$ cat config.mk
export PLATFORM = sky130hd
export DESIGN_NAME = cmd_top
export DESIGN_NICKNAME = d
export VERILOG_FILES = /design/src/cmd_pkg.sv /design/src/cmd_top.sv /design/src/cmd_scaler.sv /design/src/cmd_counter.sv
export VERILOG_INCLUDE_DIRS = /design/src
export SDC_FILE = /design/constraint.sdc
export NUM_CORES = 1
export LEC_CHECK = 0
export BUFFER_PORTS_ARGS = -buffer_cell sky130_fd_sc_hd__clkbuf_2
export CORE_UTILIZATION = 40
export CTS_BUF_LIST = sky130_fd_sc_hd__clkbuf_8
export CTS_CLUSTER_SIZE = 30
export DETAILED_ROUTE_END_ITERATION = 16
export GPL_ROUTABILITY_DRIVEN = 1
export PLACE_DENSITY = 0.63
export SYNTH_ARGS = -nofsm -noshare
export SYNTH_HDL_FRONTEND = slang
export SYNTH_HIERARCHICAL = 1
export SYNTH_SLANG_ARGS = --single-unit
$ cat constraint.sdc
create_clock -name hclk -period 3 [get_ports hclk]
set_clock_uncertainty 0.05 [all_clocks]
set_input_delay 0.6 -clock hclk [delete_from_list [all_inputs] [get_ports hclk]]
set_output_delay 0.6 -clock hclk [all_outputs]
set_load 0.1 [all_outputs]
$ cat src/cmd_defs.svh
`ifndef CMD_DEFS_SVH
`define CMD_DEFS_SVH

// register byte addresses
`define CMD_ADDR_MASTER   8'h00
`define CMD_ADDR_COMMAND  8'h04
`define CMD_ADDR_DATA     8'h08
`define CMD_ADDR_POINTER  8'h0C
`define CMD_ADDR_STATUS   8'h10

// sizes
`define CMD_NUM_CNT       5
`define CMD_LAST_CNT      3'h4
`define CMD_DIGITS        4

// master mode field positions and reset value
`define CMD_MM_AUTOSEQ_DIS  14
`define CMD_MM_SCALER_BCD   15
`define CMD_MM_RESET        16'h0000

// counter mode field positions
`define CMD_CM_GATE_HI      15
`define CMD_CM_GATE_LO      13
`define CMD_CM_SPECIAL      7
`define CMD_CM_RELOAD       6
`define CMD_CM_REPEAT       5

// gate control encodings
`define CMD_GC_NONE         3'h0
`define CMD_GC_LEVEL_LOW    3'h2
`define CMD_GC_EDGE_RISE    3'h6
`define CMD_GC_EDGE_FALL    3'h7

// pointer elements
`define CMD_EL_MODE         2'h0
`define CMD_EL_LOAD         2'h1
`define CMD_EL_HOLD         2'h2
`define CMD_EL_COUNT        2'h3

// command opcodes in hwdata[7:5], argument in hwdata[4:0]
`define CMD_OP_ARM          3'h0
`define CMD_OP_DISARM       3'h1
`define CMD_OP_LOAD         3'h2
`define CMD_OP_PTR_LOAD     3'h3
`define CMD_OP_SEQ_OFF      3'h4
`define CMD_OP_SEQ_ON       3'h5
`define CMD_OP_MASTER_RST   3'h7

// scaler digit limits
`define CMD_DIG_BIN_MAX     4'hF
`define CMD_DIG_BCD_MAX     4'h9

// status field positions
`define CMD_ST_ARMED_LO     0
`define CMD_ST_TC_LO        8
`define CMD_ST_SEQ_DIS      16

`endif

$ cat src/cmd_pkg.sv
`include "cmd_defs.svh"

package cmd_pkg;

  typedef enum logic [1:0] {
    CMD_GATE_NONE,
    CMD_GATE_LEVEL,
    CMD_GATE_EDGE
  } cmd_gate_kind_t;

  typedef enum logic [1:0] {
    CMD_BUS_IDLE,
    CMD_BUS_WRITE,
    CMD_BUS_RD_WAIT,
    CMD_BUS_RD_DONE
  } cmd_bus_state_t;

  // classify a gate control field
  function automatic cmd_gate_kind_t cmd_gate_kind(input logic [2:0] gc);
    if (gc == `CMD_GC_NONE) begin
      return CMD_GATE_NONE;
    end else if (gc[2] && gc[1]) begin
      return CMD_GATE_EDGE;
    end else begin
      return CMD_GATE_LEVEL;
    end
  endfunction

  // gate level seen as active for a level gating code
  function automatic logic cmd_gate_level_on(input logic [2:0] gc, input logic gate);
    if (gc == `CMD_GC_LEVEL_LOW) begin
      return ~gate;
    end else begin
      return gate;
    end
  endfunction

endpackage

$ cat src/cmd_top.sv
`include "cmd_defs.svh"

module cmd_top
  import cmd_pkg::*;
(
  input  wire logic                    hclk,
  input  wire logic                    hresetn,
  input  wire logic                    hsel,
  input  wire logic [31:0]             haddr,
  input  wire logic [1:0]              htrans,
  input  wire logic                    hwrite,
  input  wire logic [2:0]              hsize,
  input  wire logic [31:0]             hwdata,
  input  wire logic                    hready,
  output logic                         hreadyout,
  output logic                         hresp,
  output logic [31:0]                  hrdata,
  input  wire logic [`CMD_NUM_CNT-1:0] cnt_src,
  input  wire logic [`CMD_NUM_CNT-1:0] cnt_gate,
  output logic [`CMD_NUM_CNT-1:0]      cnt_tc,
  output logic [4:0]                   scaler_tick
);

  cmd_bus_state_t bus_ff;
  logic [7:0]     adr_ff;
  logic [31:0]    hrdata_ff;
  logic [15:0]    mm_ff;
  logic [2:0]     ptr_cnt_ff;
  logic [1:0]     ptr_el_ff;
  logic [15:0]    mode_ff [`CMD_NUM_CNT];
  logic [15:0]    load_ff [`CMD_NUM_CNT];
  logic [15:0]    hold_ff [`CMD_NUM_CNT];
  logic [15:0]    count_w [`CMD_NUM_CNT];
  logic [`CMD_NUM_CNT-1:0] armed_w;
  logic [`CMD_NUM_CNT-1:0] tc_w;
  logic [`CMD_NUM_CNT-1:0] arm_p;
  logic [`CMD_NUM_CNT-1:0] disarm_p;
  logic [`CMD_NUM_CNT-1:0] load_p;
  logic           addr_ok;
  logic           wr_en;
  logic           rd_cap;
  logic           cmd_wr;
  logic [2:0]     opcode;
  logic [4:0]     arg;
  logic           data_wr;
  logic           data_acc;
  logic           seq_dis;
  logic [15:0]    data_rd;
  logic [31:0]    rd_mux;
  logic [2:0]     nxt_ptr_cnt;
  logic [1:0]     nxt_ptr_el;

  // address phase accepted while the bus is ready
  assign addr_ok = hsel && hready && htrans[1];
  assign wr_en   = (bus_ff == CMD_BUS_WRITE);
  assign rd_cap  = (bus_ff == CMD_BUS_RD_WAIT);

  // bus phase tracking: writes take no wait, reads take one
  always_ff @(posedge hclk or negedge hresetn) begin
    if (!hresetn) begin
      bus_ff <= CMD_BUS_IDLE;
    end else begin
      case (bus_ff)
        CMD_BUS_RD_WAIT: begin
          bus_ff <= CMD_BUS_RD_DONE;
        end
        default: begin
          if (addr_ok) begin
            bus_ff <= hwrite ? CMD_BUS_WRITE : CMD_BUS_RD_WAIT;
          end else begin
            bus_ff <= CMD_BUS_IDLE;
          end
        end
      endcase
    end
  end

  // latched address of the pending data phase
  always_ff @(posedge hclk or negedge hresetn) begin
    if (!hresetn) begin
      adr_ff <= 8'h00;
    end else if (addr_ok) begin
      adr_ff <= haddr[7:0];
    end
  end

  // bus answers
  assign hreadyout = (bus_ff != CMD_BUS_RD_WAIT);
  assign hresp     = 1'b0;
  assign hrdata    = hrdata_ff;

  // command decode
  assign cmd_wr  = wr_en && (adr_ff == `CMD_ADDR_COMMAND);
  assign opcode  = hwdata[7:5];
  assign arg     = hwdata[4:0];
  assign data_wr = wr_en && (adr_ff == `CMD_ADDR_DATA);
  assign data_acc = data_wr || (rd_cap && adr_ff == `CMD_ADDR_DATA);
  assign seq_dis = mm_ff[`CMD_MM_AUTOSEQ_DIS];

  // per-counter command pulses
  always_comb begin
    for (int i = 0; i < `CMD_NUM_CNT; i++) begin
      arm_p[i]    = cmd_wr && (opcode == `CMD_OP_ARM) && arg[i];
      disarm_p[i] = cmd_wr && arg[i] && (opcode == `CMD_OP_DISARM);
      load_p[i]   = cmd_wr && (opcode == `CMD_OP_LOAD) && arg[i];
    end
    if (cmd_wr && opcode == `CMD_OP_MASTER_RST) begin
      disarm_p = '1;
    end
  end

  // master mode register
  always_ff @(posedge hclk or negedge hresetn) begin
    if (!hresetn) begin
      mm_ff <= `CMD_MM_RESET;
    end else if (wr_en && adr_ff == `CMD_ADDR_MASTER) begin
      mm_ff <= hwdata[15:0];
    end else if (cmd_wr && opcode == `CMD_OP_MASTER_RST) begin
      mm_ff <= `CMD_MM_RESET;
    end else if (cmd_wr && opcode == `CMD_OP_SEQ_OFF) begin
      mm_ff[`CMD_MM_AUTOSEQ_DIS] <= 1'b1;
    end else if (cmd_wr && opcode == `CMD_OP_SEQ_ON) begin
      mm_ff[`CMD_MM_AUTOSEQ_DIS] <= 1'b0;
    end
  end

  // next pointer for auto-sequencing: element, then counter
  always_comb begin
    nxt_ptr_el  = ptr_el_ff + 2'h1;
    nxt_ptr_cnt = ptr_cnt_ff;
    if (ptr_el_ff == `CMD_EL_COUNT) begin
      nxt_ptr_cnt = (ptr_cnt_ff >= `CMD_LAST_CNT) ? 3'h0 : ptr_cnt_ff + 3'h1;
    end
  end

  // data pointer
  always_ff @(posedge hclk or negedge hresetn) begin
    if (!hresetn) begin
      ptr_cnt_ff <= 3'h0;
      ptr_el_ff  <= 2'h0;
    end else if (cmd_wr && opcode == `CMD_OP_PTR_LOAD) begin
      ptr_cnt_ff <= (arg[4:2] > `CMD_LAST_CNT) ? `CMD_LAST_CNT : arg[4:2];
      ptr_el_ff  <= arg[1:0];
    end else if (data_acc && !seq_dis) begin
      ptr_cnt_ff <= nxt_ptr_cnt;
      ptr_el_ff  <= nxt_ptr_el;
    end
  end

  // counter mode, load and hold storage through the data port
  always_ff @(posedge hclk or negedge hresetn) begin
    if (!hresetn) begin
      for (int i = 0; i < `CMD_NUM_CNT; i++) begin
        mode_ff[i] <= 16'h0000;
        load_ff[i] <= 16'h0000;
        hold_ff[i] <= 16'h0000;
      end
    end else if (data_wr) begin
      case (ptr_el_ff)
        `CMD_EL_MODE: mode_ff[ptr_cnt_ff] <= hwdata[15:0];
        `CMD_EL_LOAD: load_ff[ptr_cnt_ff] <= hwdata[15:0];
        `CMD_EL_HOLD: hold_ff[ptr_cnt_ff] <= hwdata[15:0];
        default: begin
        end
      endcase
    end
  end

  // data port read selection
  always_comb begin
    case (ptr_el_ff)
      `CMD_EL_MODE: data_rd = mode_ff[ptr_cnt_ff];
      `CMD_EL_LOAD: data_rd = load_ff[ptr_cnt_ff];
      `CMD_EL_HOLD: data_rd = hold_ff[ptr_cnt_ff];
      default:      data_rd = count_w[ptr_cnt_ff];
    endcase
  end

  // register read mux, unmapped reads return zero
  always_comb begin
    rd_mux = 32'h0000_0000;
    case (adr_ff)
      `CMD_ADDR_MASTER: rd_mux[15:0] = mm_ff;
      `CMD_ADDR_DATA: rd_mux[15:0] = data_rd;
      `CMD_ADDR_POINTER: rd_mux[4:0] = {ptr_cnt_ff, ptr_el_ff};
      `CMD_ADDR_STATUS: begin
        rd_mux[`CMD_ST_ARMED_LO +: `CMD_NUM_CNT] = armed_w;
        rd_mux[`CMD_ST_TC_LO +: `CMD_NUM_CNT]    = tc_w;
        rd_mux[`CMD_ST_SEQ_DIS]                  = seq_dis;
      end
      default: begin
      end
    endcase
  end

  // read data register
  always_ff @(posedge hclk or negedge hresetn) begin
    if (!hresetn) begin
      hrdata_ff <= 32'h0000_0000;
    end else if (rd_cap) begin
      hrdata_ff <= rd_mux;
    end
  end

  // five independent counters
  for (genvar g = 0; g < `CMD_NUM_CNT; g++) begin : g_cnt
    cmd_counter u_cnt (
      .hclk     (hclk),
      .hresetn  (hresetn),
      .mode     (mode_ff[g]),
      .load_val (load_ff[g]),
      .hold_val (hold_ff[g]),
      .arm_p    (arm_p[g]),
      .disarm_p (disarm_p[g]),
      .load_p   (load_p[g]),
      .src      (cnt_src[g]),
      .gate     (cnt_gate[g]),
      .count_ff (count_w[g]),
      .armed_ff (armed_w[g]),
      .tc_ff    (tc_w[g])
    );
  end

  assign cnt_tc = tc_w;

  // frequency scaler
  cmd_scaler u_scaler (
    .hclk    (hclk),
    .hresetn (hresetn),
    .bcd_sel (mm_ff[`CMD_MM_SCALER_BCD]),
    .tick_ff (scaler_tick)
  );

endmodule

$ cat src/cmd_scaler.sv
`include "cmd_defs.svh"

module cmd_scaler
  import cmd_pkg::*;
(
  input  wire logic       hclk,
  input  wire logic       hresetn,
  input  wire logic       bcd_sel,
  output logic [4:0]      tick_ff
);

  logic [3:0] digit_ff [`CMD_DIGITS];
  logic [3:0] dig_max;
  logic [`CMD_DIGITS:0] carry;

  // each stage divides by sixteen in binary, by ten in bcd
  assign dig_max = bcd_sel ? `CMD_DIG_BCD_MAX : `CMD_DIG_BIN_MAX;

  // ripple carry: a stage steps when every lower stage wraps
  always_comb begin
    carry[0] = 1'b1;
    for (int i = 0; i < `CMD_DIGITS; i++) begin
      carry[i+1] = carry[i] && (digit_ff[i] >= dig_max);
    end
  end

  // digit chain
  always_ff @(posedge hclk or negedge hresetn) begin
    if (!hresetn) begin
      for (int i = 0; i < `CMD_DIGITS; i++) begin
        digit_ff[i] <= 4'h0;
      end
    end else begin
      for (int i = 0; i < `CMD_DIGITS; i++) begin
        if (carry[i]) begin
          digit_ff[i] <= (digit_ff[i] >= dig_max) ? 4'h0 : digit_ff[i] + 4'h1;
        end
      end
    end
  end

  // one-cycle ticks of the five subfrequencies
  always_ff @(posedge hclk or negedge hresetn) begin
    if (!hresetn) begin
      tick_ff <= 5'h00;
    end else begin
      tick_ff <= carry;
    end
  end

endmodule

$ cat src/cmd_counter.sv
`include "cmd_defs.svh"

module cmd_counter
  import cmd_pkg::*;
(
  input  wire logic        hclk,
  input  wire logic        hresetn,
  input  wire logic [15:0] mode,
  input  wire logic [15:0] load_val,
  input  wire logic [15:0] hold_val,
  input  wire logic        arm_p,
  input  wire logic        disarm_p,
  input  wire logic        load_p,
  input  wire logic        src,
  input  wire logic        gate,
  output logic [15:0]      count_ff,
  output logic             armed_ff,
  output logic             tc_ff
);

  logic           src_d_ff;
  logic           gate_d_ff;
  logic           started_ff;
  logic           sel_hold_ff;
  logic           tc_seen_ff;
  logic [2:0]     gc;
  cmd_gate_kind_t kind;
  logic           rs;
  logic           rep;
  logic           src_edge;
  logic           gate_edge;
  logic           gate_ok;
  logic           count_en;
  logic           hit_tc;
  logic           finish;
  logic [15:0]    reload;

  // mode field decode, private to this counter
  assign gc   = mode[`CMD_CM_GATE_HI:`CMD_CM_GATE_LO];
  assign kind = cmd_gate_kind(gc);
  assign rs   = mode[`CMD_CM_RELOAD];
  assign rep  = mode[`CMD_CM_REPEAT];

  // edge detection on the synchronous pins
  assign src_edge  = src && !src_d_ff;
  assign gate_edge = (gc == `CMD_GC_EDGE_FALL) ? (!gate && gate_d_ff) : (gate && !gate_d_ff);

  // gating per mode
  always_comb begin
    case (kind)
      CMD_GATE_NONE:  gate_ok = 1'b1;
      CMD_GATE_LEVEL: gate_ok = cmd_gate_level_on(gc, gate);
      CMD_GATE_EDGE:  gate_ok = started_ff;
      default:        gate_ok = 1'b0;
    endcase
  end

  // a counter in terminal count always takes the next edge
  assign count_en = src_edge && ((armed_ff && gate_ok) || tc_ff);
  assign hit_tc   = count_en && (count_ff == 16'h0001);
  assign finish   = hit_tc && (!rs || tc_seen_ff);
  assign reload   = (rs && sel_hold_ff) ? hold_val : load_val;

  // pin history
  always_ff @(posedge hclk or negedge hresetn) begin
    if (!hresetn) begin
      src_d_ff  <= 1'b0;
      gate_d_ff <= 1'b0;
    end else begin
      src_d_ff  <= src;
      gate_d_ff <= gate;
    end
  end

  // count register with reload at terminal count
  always_ff @(posedge hclk or negedge hresetn) begin
    if (!hresetn) begin
      count_ff <= 16'h0000;
    end else if (load_p) begin
      count_ff <= load_val;
    end else if (hit_tc) begin
      count_ff <= reload;
    end else if (count_en) begin
      count_ff <= count_ff - 16'h0001;
    end
  end

  // terminal count interval lasts until the next counted edge or a load command
  always_ff @(posedge hclk or negedge hresetn) begin
    if (!hresetn) begin
      tc_ff <= 1'b0;
    end else if (count_en || load_p) begin
      tc_ff <= hit_tc;
    end
  end

  // reload source alternation and terminal count pairing
  always_ff @(posedge hclk or negedge hresetn) begin
    if (!hresetn) begin
      sel_hold_ff <= 1'b1;
      tc_seen_ff  <= 1'b0;
    end else if (load_p || arm_p) begin
      sel_hold_ff <= 1'b1;
      tc_seen_ff  <= 1'b0;
    end else if (hit_tc) begin
      sel_hold_ff <= !sel_hold_ff;
      tc_seen_ff  <= rs && !tc_seen_ff;
    end
  end

  // arming: software arm wins over a hardware disarm
  always_ff @(posedge hclk or negedge hresetn) begin
    if (!hresetn) begin
      armed_ff <= 1'b0;
    end else if (arm_p) begin
      armed_ff <= 1'b1;
    end else if (disarm_p) begin
      armed_ff <= 1'b0;
    end else if (finish && !rep) begin
      armed_ff <= 1'b0;
    end
  end

  // edge gated start and stop
  always_ff @(posedge hclk or negedge hresetn) begin
    if (!hresetn) begin
      started_ff <= 1'b0;
    end else if (arm_p || disarm_p || kind != CMD_GATE_EDGE) begin
      started_ff <= 1'b0;
    end else if (armed_ff && gate_edge) begin
      started_ff <= 1'b1;
    end else if (finish) begin
      started_ff <= 1'b0;
    end
  end

endmodule

==> out/results.ini, run 1 <==
[floorplanning]
ios = 128
core_area_um2 = 60700
die_w_um = 251
die_area_um2 = 62800
die_y_um = 251
initial_core_util_pct = 40.7
rows = 90

[route]
drt_iter0_markers = 2304
drt_first_pass_iters = 6
via_per_inst = 6.23
ant_nets = 0
vias = 20500
drcViolationCount = 0
finalWirelength_um = 90300
post_drt_wl_per_cell_um = 27.5

[placement]
io_buffers = 67
dp.final_hpwl_um = 65500
gp_congestion = 1.00
place_inst = 3142

[synthesis]
synth_seq_cells = 424
syn_area_per_cell_um2 = 10.6
synth_edf_count = 0
ys_top_cells_by_count = dfrtp_1, mux2_2, mux2i_1
synth_largest_area_cell = dfrtp_1
async_flop_share_pct = 100
yosysSeqAreaShare_pct = 43.0
yosys.cell_count.top_type = dfrtp_1
synth_area_leaders = dfrtp_1, mux2_2, mux2i_1
synth_area_um2 = 24700
synth-main-ff-cell = dfrtp_1
ys_types = 96
netlist_instances = 2332
synth_top_area_share_pct = 42.4
synth_warnings = 6

[critical_path]
cp_common_cell = buf_4
critPathBufInv = 2
worst_setup_path_end_kind = flop
cp-start-kind = flop
slowest_stage = dfrtp_4
slowest_delay_ps = 750
path_class = reg -> reg
critPathTopFamily = compound AO/OA/AOI/OAI gates
critPathMaxFanout = 32
cp_cell_sequence = buf_4, mux2i_1, o2bb2ai_1, a311o_1, a2111oi_0, buf_4, o221ai_1
cp.arrival_ps = 3430
cp.required_ps = 3480

[global_routing]
grt_use_total_pct = 28.8
grt_max_degree = 77
antenna_found_initial = 4
grt_pass1_vias = 20100
overflow = 0
grt_pass1_wl_um = 134000

[flow_run]
drv_cap = 0

[timing]
finalHoldViolCount = 0
fin_crit_sh_pct = 98.3
fin_crit_ps = 2950
worstMarginPinSlew_ps = 931
fmax_mhz = 339
maxSlewViolCount = 0
slew_headroom_pct = 37.9
setup_viol = 0

[clock_tree]
cts_root_buf = clkbuf_8
cts_buffers = 78
cts_tree = yes
clock-sinks = 424
path_clk_slew_ps = 60
clockBufferDepth = 3
htree_levels = 3
clock_latency_ps = 700

[cells_and_area]
stdcell_count = 3284
drive_gt1_share_pct = 27.0
fillers = 5612
fin_nets = 2561
syn2layout_area_growth_pct = 13.0

[outcome]
outcome = finished, final reports clean

[power]
ir_drop_v = 0.000475
p_leak_nw = 13.2
design_power_total_w = 0.0185
pwr_density_cell_nw_per_um2 = 661

[worst_hold_path]
hold_class = in -> reg

[cells by family after synthesis]
group / count (synthesis) / share of synthesized area, %
adder cells (fa/ha/maj): 29 / 1.47
AND/OR/NAND/NOR: 595 / 14.0
flip-flops: 424 / 43.0
other: 2 / 0.0304
AO/OA/AOI/OAI: 559 / 16.0
buffers and inverters: 243 / 4.92
multiplexers: 427 / 18.8
XOR/XNOR: 53 / 1.88
[per-stage QoR]
step | worst slack, ps | utilization, % | cell area [um2] | TNS (ps) | hold WS (ps)
after floorplan | 79.3 | - | 24800 | 0 | 254
after global placement | 208 | 43.4 | 26300 | 0 | 414
after detailed placement | 148 | 43.4 | 26300 | 0 | 435
after CTS | 63.6 | 46.0 | 27900 | 0 | 13.5
after global routing | -11.9 | 46.0 | 27900 | -11.9 | 41.5
final | 52.0 | 46.0 | 27900 | 0 | 56.4
[report_power, final]
part | internal, W | total [W] | switching (W) | leakage, nW
registers | 0.00604 | 0.00667 | 0.000624 | 5.81
clock network | 0.00288 | 0.00552 | 0.00264 | 0.874
logic | 0.00237 | 0.00628 | 0.00391 | 6.55
[final timing paths]
path	startpoint	to	slack (ps)	cells after the start
hold / removal	cnt_gate[0]	g_cnt[0].u_cnt/gate_d_ff	60	1
max in group asynchronous	hresetn	u_scaler/tick_ff[3]	1620	3
setup / recovery	ptr_cnt_ff[0]	hrdata[1]	50	7
hold reg to reg	hrdata[16]	hrdata[16]	450	2
setup reg to reg	ptr_cnt_ff[0]	hrdata[1]	50	7
min in group asynchronous	hresetn	mode_ff[25]	380	2
[placed cells by master, fill, tap and decap left out, types with 45 or more instances in the layout]
cell / count
nor2_1: 92
o21ai_0: 70
a21oi_1: 137
nor3_1: 45
nand2_1: 102
mux2_2: 262
mux2i_1: 158
buf_4: 106
inv_1: 88
clkbuf_8: 95
clkbuf_2: 66
dfrtp_1: 416
nor2b_1: 47
nand3_1: 76
[repair_timing]
action | 4_1_cts | 5_1_grt
hold buffers | 8 | 0
resized for setup | 0 | 1
endpoints found under the hold margin | 51 | 0
endpoints found under the setup margin | 0 | 18
setup buffers | 0 | 0
[final cells by class]
type	instances	area [um2]	share of cell area (%)
flip-flops and latches	424	10600	38.0
inverters	63	236	0.847
repair buffers	201	1620	5.81
well taps	782	978	3.50
clock buffers	95	1310	4.68
clock inverters	37	200	0.717
diodes	2	5.00	0.0179
multi-input cells	1680	12900	46.4
[sequential cells by signal, indices dropped and copies added, names as in the netlist, 8 cells and up]
signal / count
g_cnt.u_cnt/count_ff: 80
hold_ff: 80
load_ff: 80
mode_ff: 80
hrdata: 17
mm_ff: 16
u_scaler/digit_ff: 16
adr_ff: 8
[routing by layer]
metal / vias up / track usage (%) / routed length (um)
met2: 1039 / 43.1 / 39600
met4: 4 / 13.6 / 4230
met5: - / 0 / 23
met3: 213 / 5.68 / 7970
li1: 8922 / - / -
met1: 10300 / 39.8 / 38500
[worst register-to-register path: cells and delay by family, from the launching register on]
kind,cells,cell delay [ps]
AOI/OAI and AO/OA,4,1240
DFF,1,750
muxes,1,210
buffers and inverters,2,530
Note: power is estimated with default switching activity, not from simulation.
==> run 2, diff against run 1 <==
==> constraint.sdc (replaced) <==
create_clock -name hclk -period 3 [get_ports hclk]
set_clock_uncertainty 0.05 [all_clocks]
set_input_delay 0.15 -clock hclk [delete_from_list [all_inputs] [get_ports hclk]]
set_output_delay 0.15 -clock hclk [all_outputs]
set_load 0.1 [all_outputs]
==> run 2 against run 1 <==
- sequential share of layout area down 0.46 points
- utilization grew 0.57 points
- combinational power is essentially flat
- sequential power rose by 0.6%
- critical endpoint is now hrdata[7]
==> out/results.ini, run 2 (synthesis results as in run 1) <==
[route]
via_per_inst = 6.20
drt_first_pass_iters = 6
drcViolationCount = 0
finalWirelength_um = 89800
ant_nets = 0
vias = 20500
post_drt_wl_per_cell_um = 27.2
drt_iter0_markers = 2247

[timing]
fin_crit_ps = 2850
fmax_mhz = 351
finalHoldViolCount = 0
worstMarginPinSlew_ps = 961
rsz0062_at_grt = false
setup_viol = 0
maxSlewViolCount = 0
slew_headroom_pct = 35.8
fin_crit_sh_pct = 94.8
setup_tns_ps = 0
hold_ws_ps = 55.0

[floorplanning]
rows = 90
die_y_um = 251
die_w_um = 251
initial_core_util_pct = 40.7
core_area_um2 = 60700
ios = 128
die_area_um2 = 62800

[placement]
place_inst = 3136
io_buffers = 67
dp.final_hpwl_um = 65000
gp_congestion = 1.00

[critical_path]
r2r_setup_slack_ps = 150
cp.required_ps = 3510
worstRegToRegCells = 6
path_class = reg -> reg
r2r-start = ptr_cnt_ff[0]
reg2reg_to = hrdata[7]
worst_setup_path_end_kind = flop
critPathMaxFanout = 35
cp.arrival_ps = 3360
cp-start-kind = flop

[global_routing]
grt_pass1_wl_um = 133000
grt_pass1_vias = 19900
antenna_found_initial = 3
grt_max_degree = 96
grt_use_total_pct = 28.6
overflow = 0

[clock_tree]
htree_levels = 3
cts_tree = yes
clockBufferDepth = 3
cts_buffers = 78
clock_latency_ps = 700
path_clk_slew_ps = 60
cts_root_buf = clkbuf_8
clock-sinks = 424

[cells_and_area]
final_common_cell = dfrtp_1
syn2layout_area_growth_pct = 14.4
drive_gt1_share_pct = 26.8
fin_nets = 2576
stdcell_count = 3303
final_cell_mix = dfrtp_1, mux2_2, mux2i_1, a21oi_1, nand2_1

[power]
p_leak_nw = 13.4
pwr_density_cell_nw_per_um2 = 671
design_power_total_w = 0.0190
ir_drop_v = 0.000520

[outcome]
outcome = finished, final reports clean

[flow_run]
drv_cap = 0

[worst_hold_path]
hold_class = in -> async

run 2: cell count changes in the layout (fill, tap and decap cells not counted), moves of 2 or more:
cell / change
dlygate4sd3_1: +21
buf_4: -8
clkbuf_8: +5
bufinv_16: +3
inv_8: -3
buf_12: +2
inv_1: -2
inv_6: +2
run 2: repair_timing:
action | CTS | global route
endpoints found under the hold margin | 202 | 0
resized for setup | 0 | 3
buffers inserted | 0 | 0
hold buffers | 29 | 0
endpoints found under the setup margin | 0 | 3
run 2: how the worst max path moves through the flow:
stage	from	to
CTS	adr_ff[7]	g_cnt[3].u_cnt/count_ff[14]
finish	ptr_cnt_ff[0]	hrdata[7]
global placement	ptr_cnt_ff[0]	hrdata[1]
global route	adr_ff[7]	g_cnt[0].u_cnt/count_ff[14]
floorplan	adr_ff[7]	g_cnt[0].u_cnt/count_ff[9]
detailed placement	adr_ff[7]	g_cnt[3].u_cnt/count_ff[14]
run 2: where the power goes:
group	total (W)	internal (W)	switching [W]	leakage (nW)
clock	0.00593	0.00327	0.00266	0.936
combinational	0.00631	0.00242	0.00389	6.62
sequential	0.00671	0.00604	0.000672	5.81
run 2: stage by stage:
| stage | setup slack, ps | utilization (%) | cell area [um2] |
|---|---|---|---|
| floorplan | 79.3 | - | 24800 |
| global placement | 181 | 43.3 | 26300 |
| detailed placement | 142 | 43.3 | 26300 |
| CTS | 116 | 46.5 | 28200 |
| global route | 58.1 | 46.6 | 28300 |
| finish | 155 | 46.6 | 28300 |
run 2: cell type report:
type | instances | area [um2]
Antenna cell | 1 | 2.50
Clock buffer | 100 | 1380
Clock inverter | 37 | 278
Fill cell | 5602 | 32400
Inverter | 63 | 236
Multi-Input combinational cell | 1680 | 13000
Sequential cell | 424 | 10600
Tap cell | 782 | 978
Timing Repair Buffer | 216 | 1810
run 2: worst max-delay path, cell delays in order, from the launching register on:
cell and delay [ps]:
dfrtp_4 840, buf_4 320, mux2i_1 550, o22ai_1 170, nor4_1 340, nand3_1 120
a31o_2 290
run 2: layer usage:
| metal | GRT usage, % | vias to the layer above | part of all wire (%) |
|---|---|---|---|
| li1 | - | 8965 | - |
| met1 | 38.7 | 10300 | 42 |
| met2 | 43.2 | 993 | 44 |
| met3 | 6.20 | 182 | 8.6 |
| met4 | 13.8 | 2 | 4.7 |
| met5 | 0 | - | 0.014 |
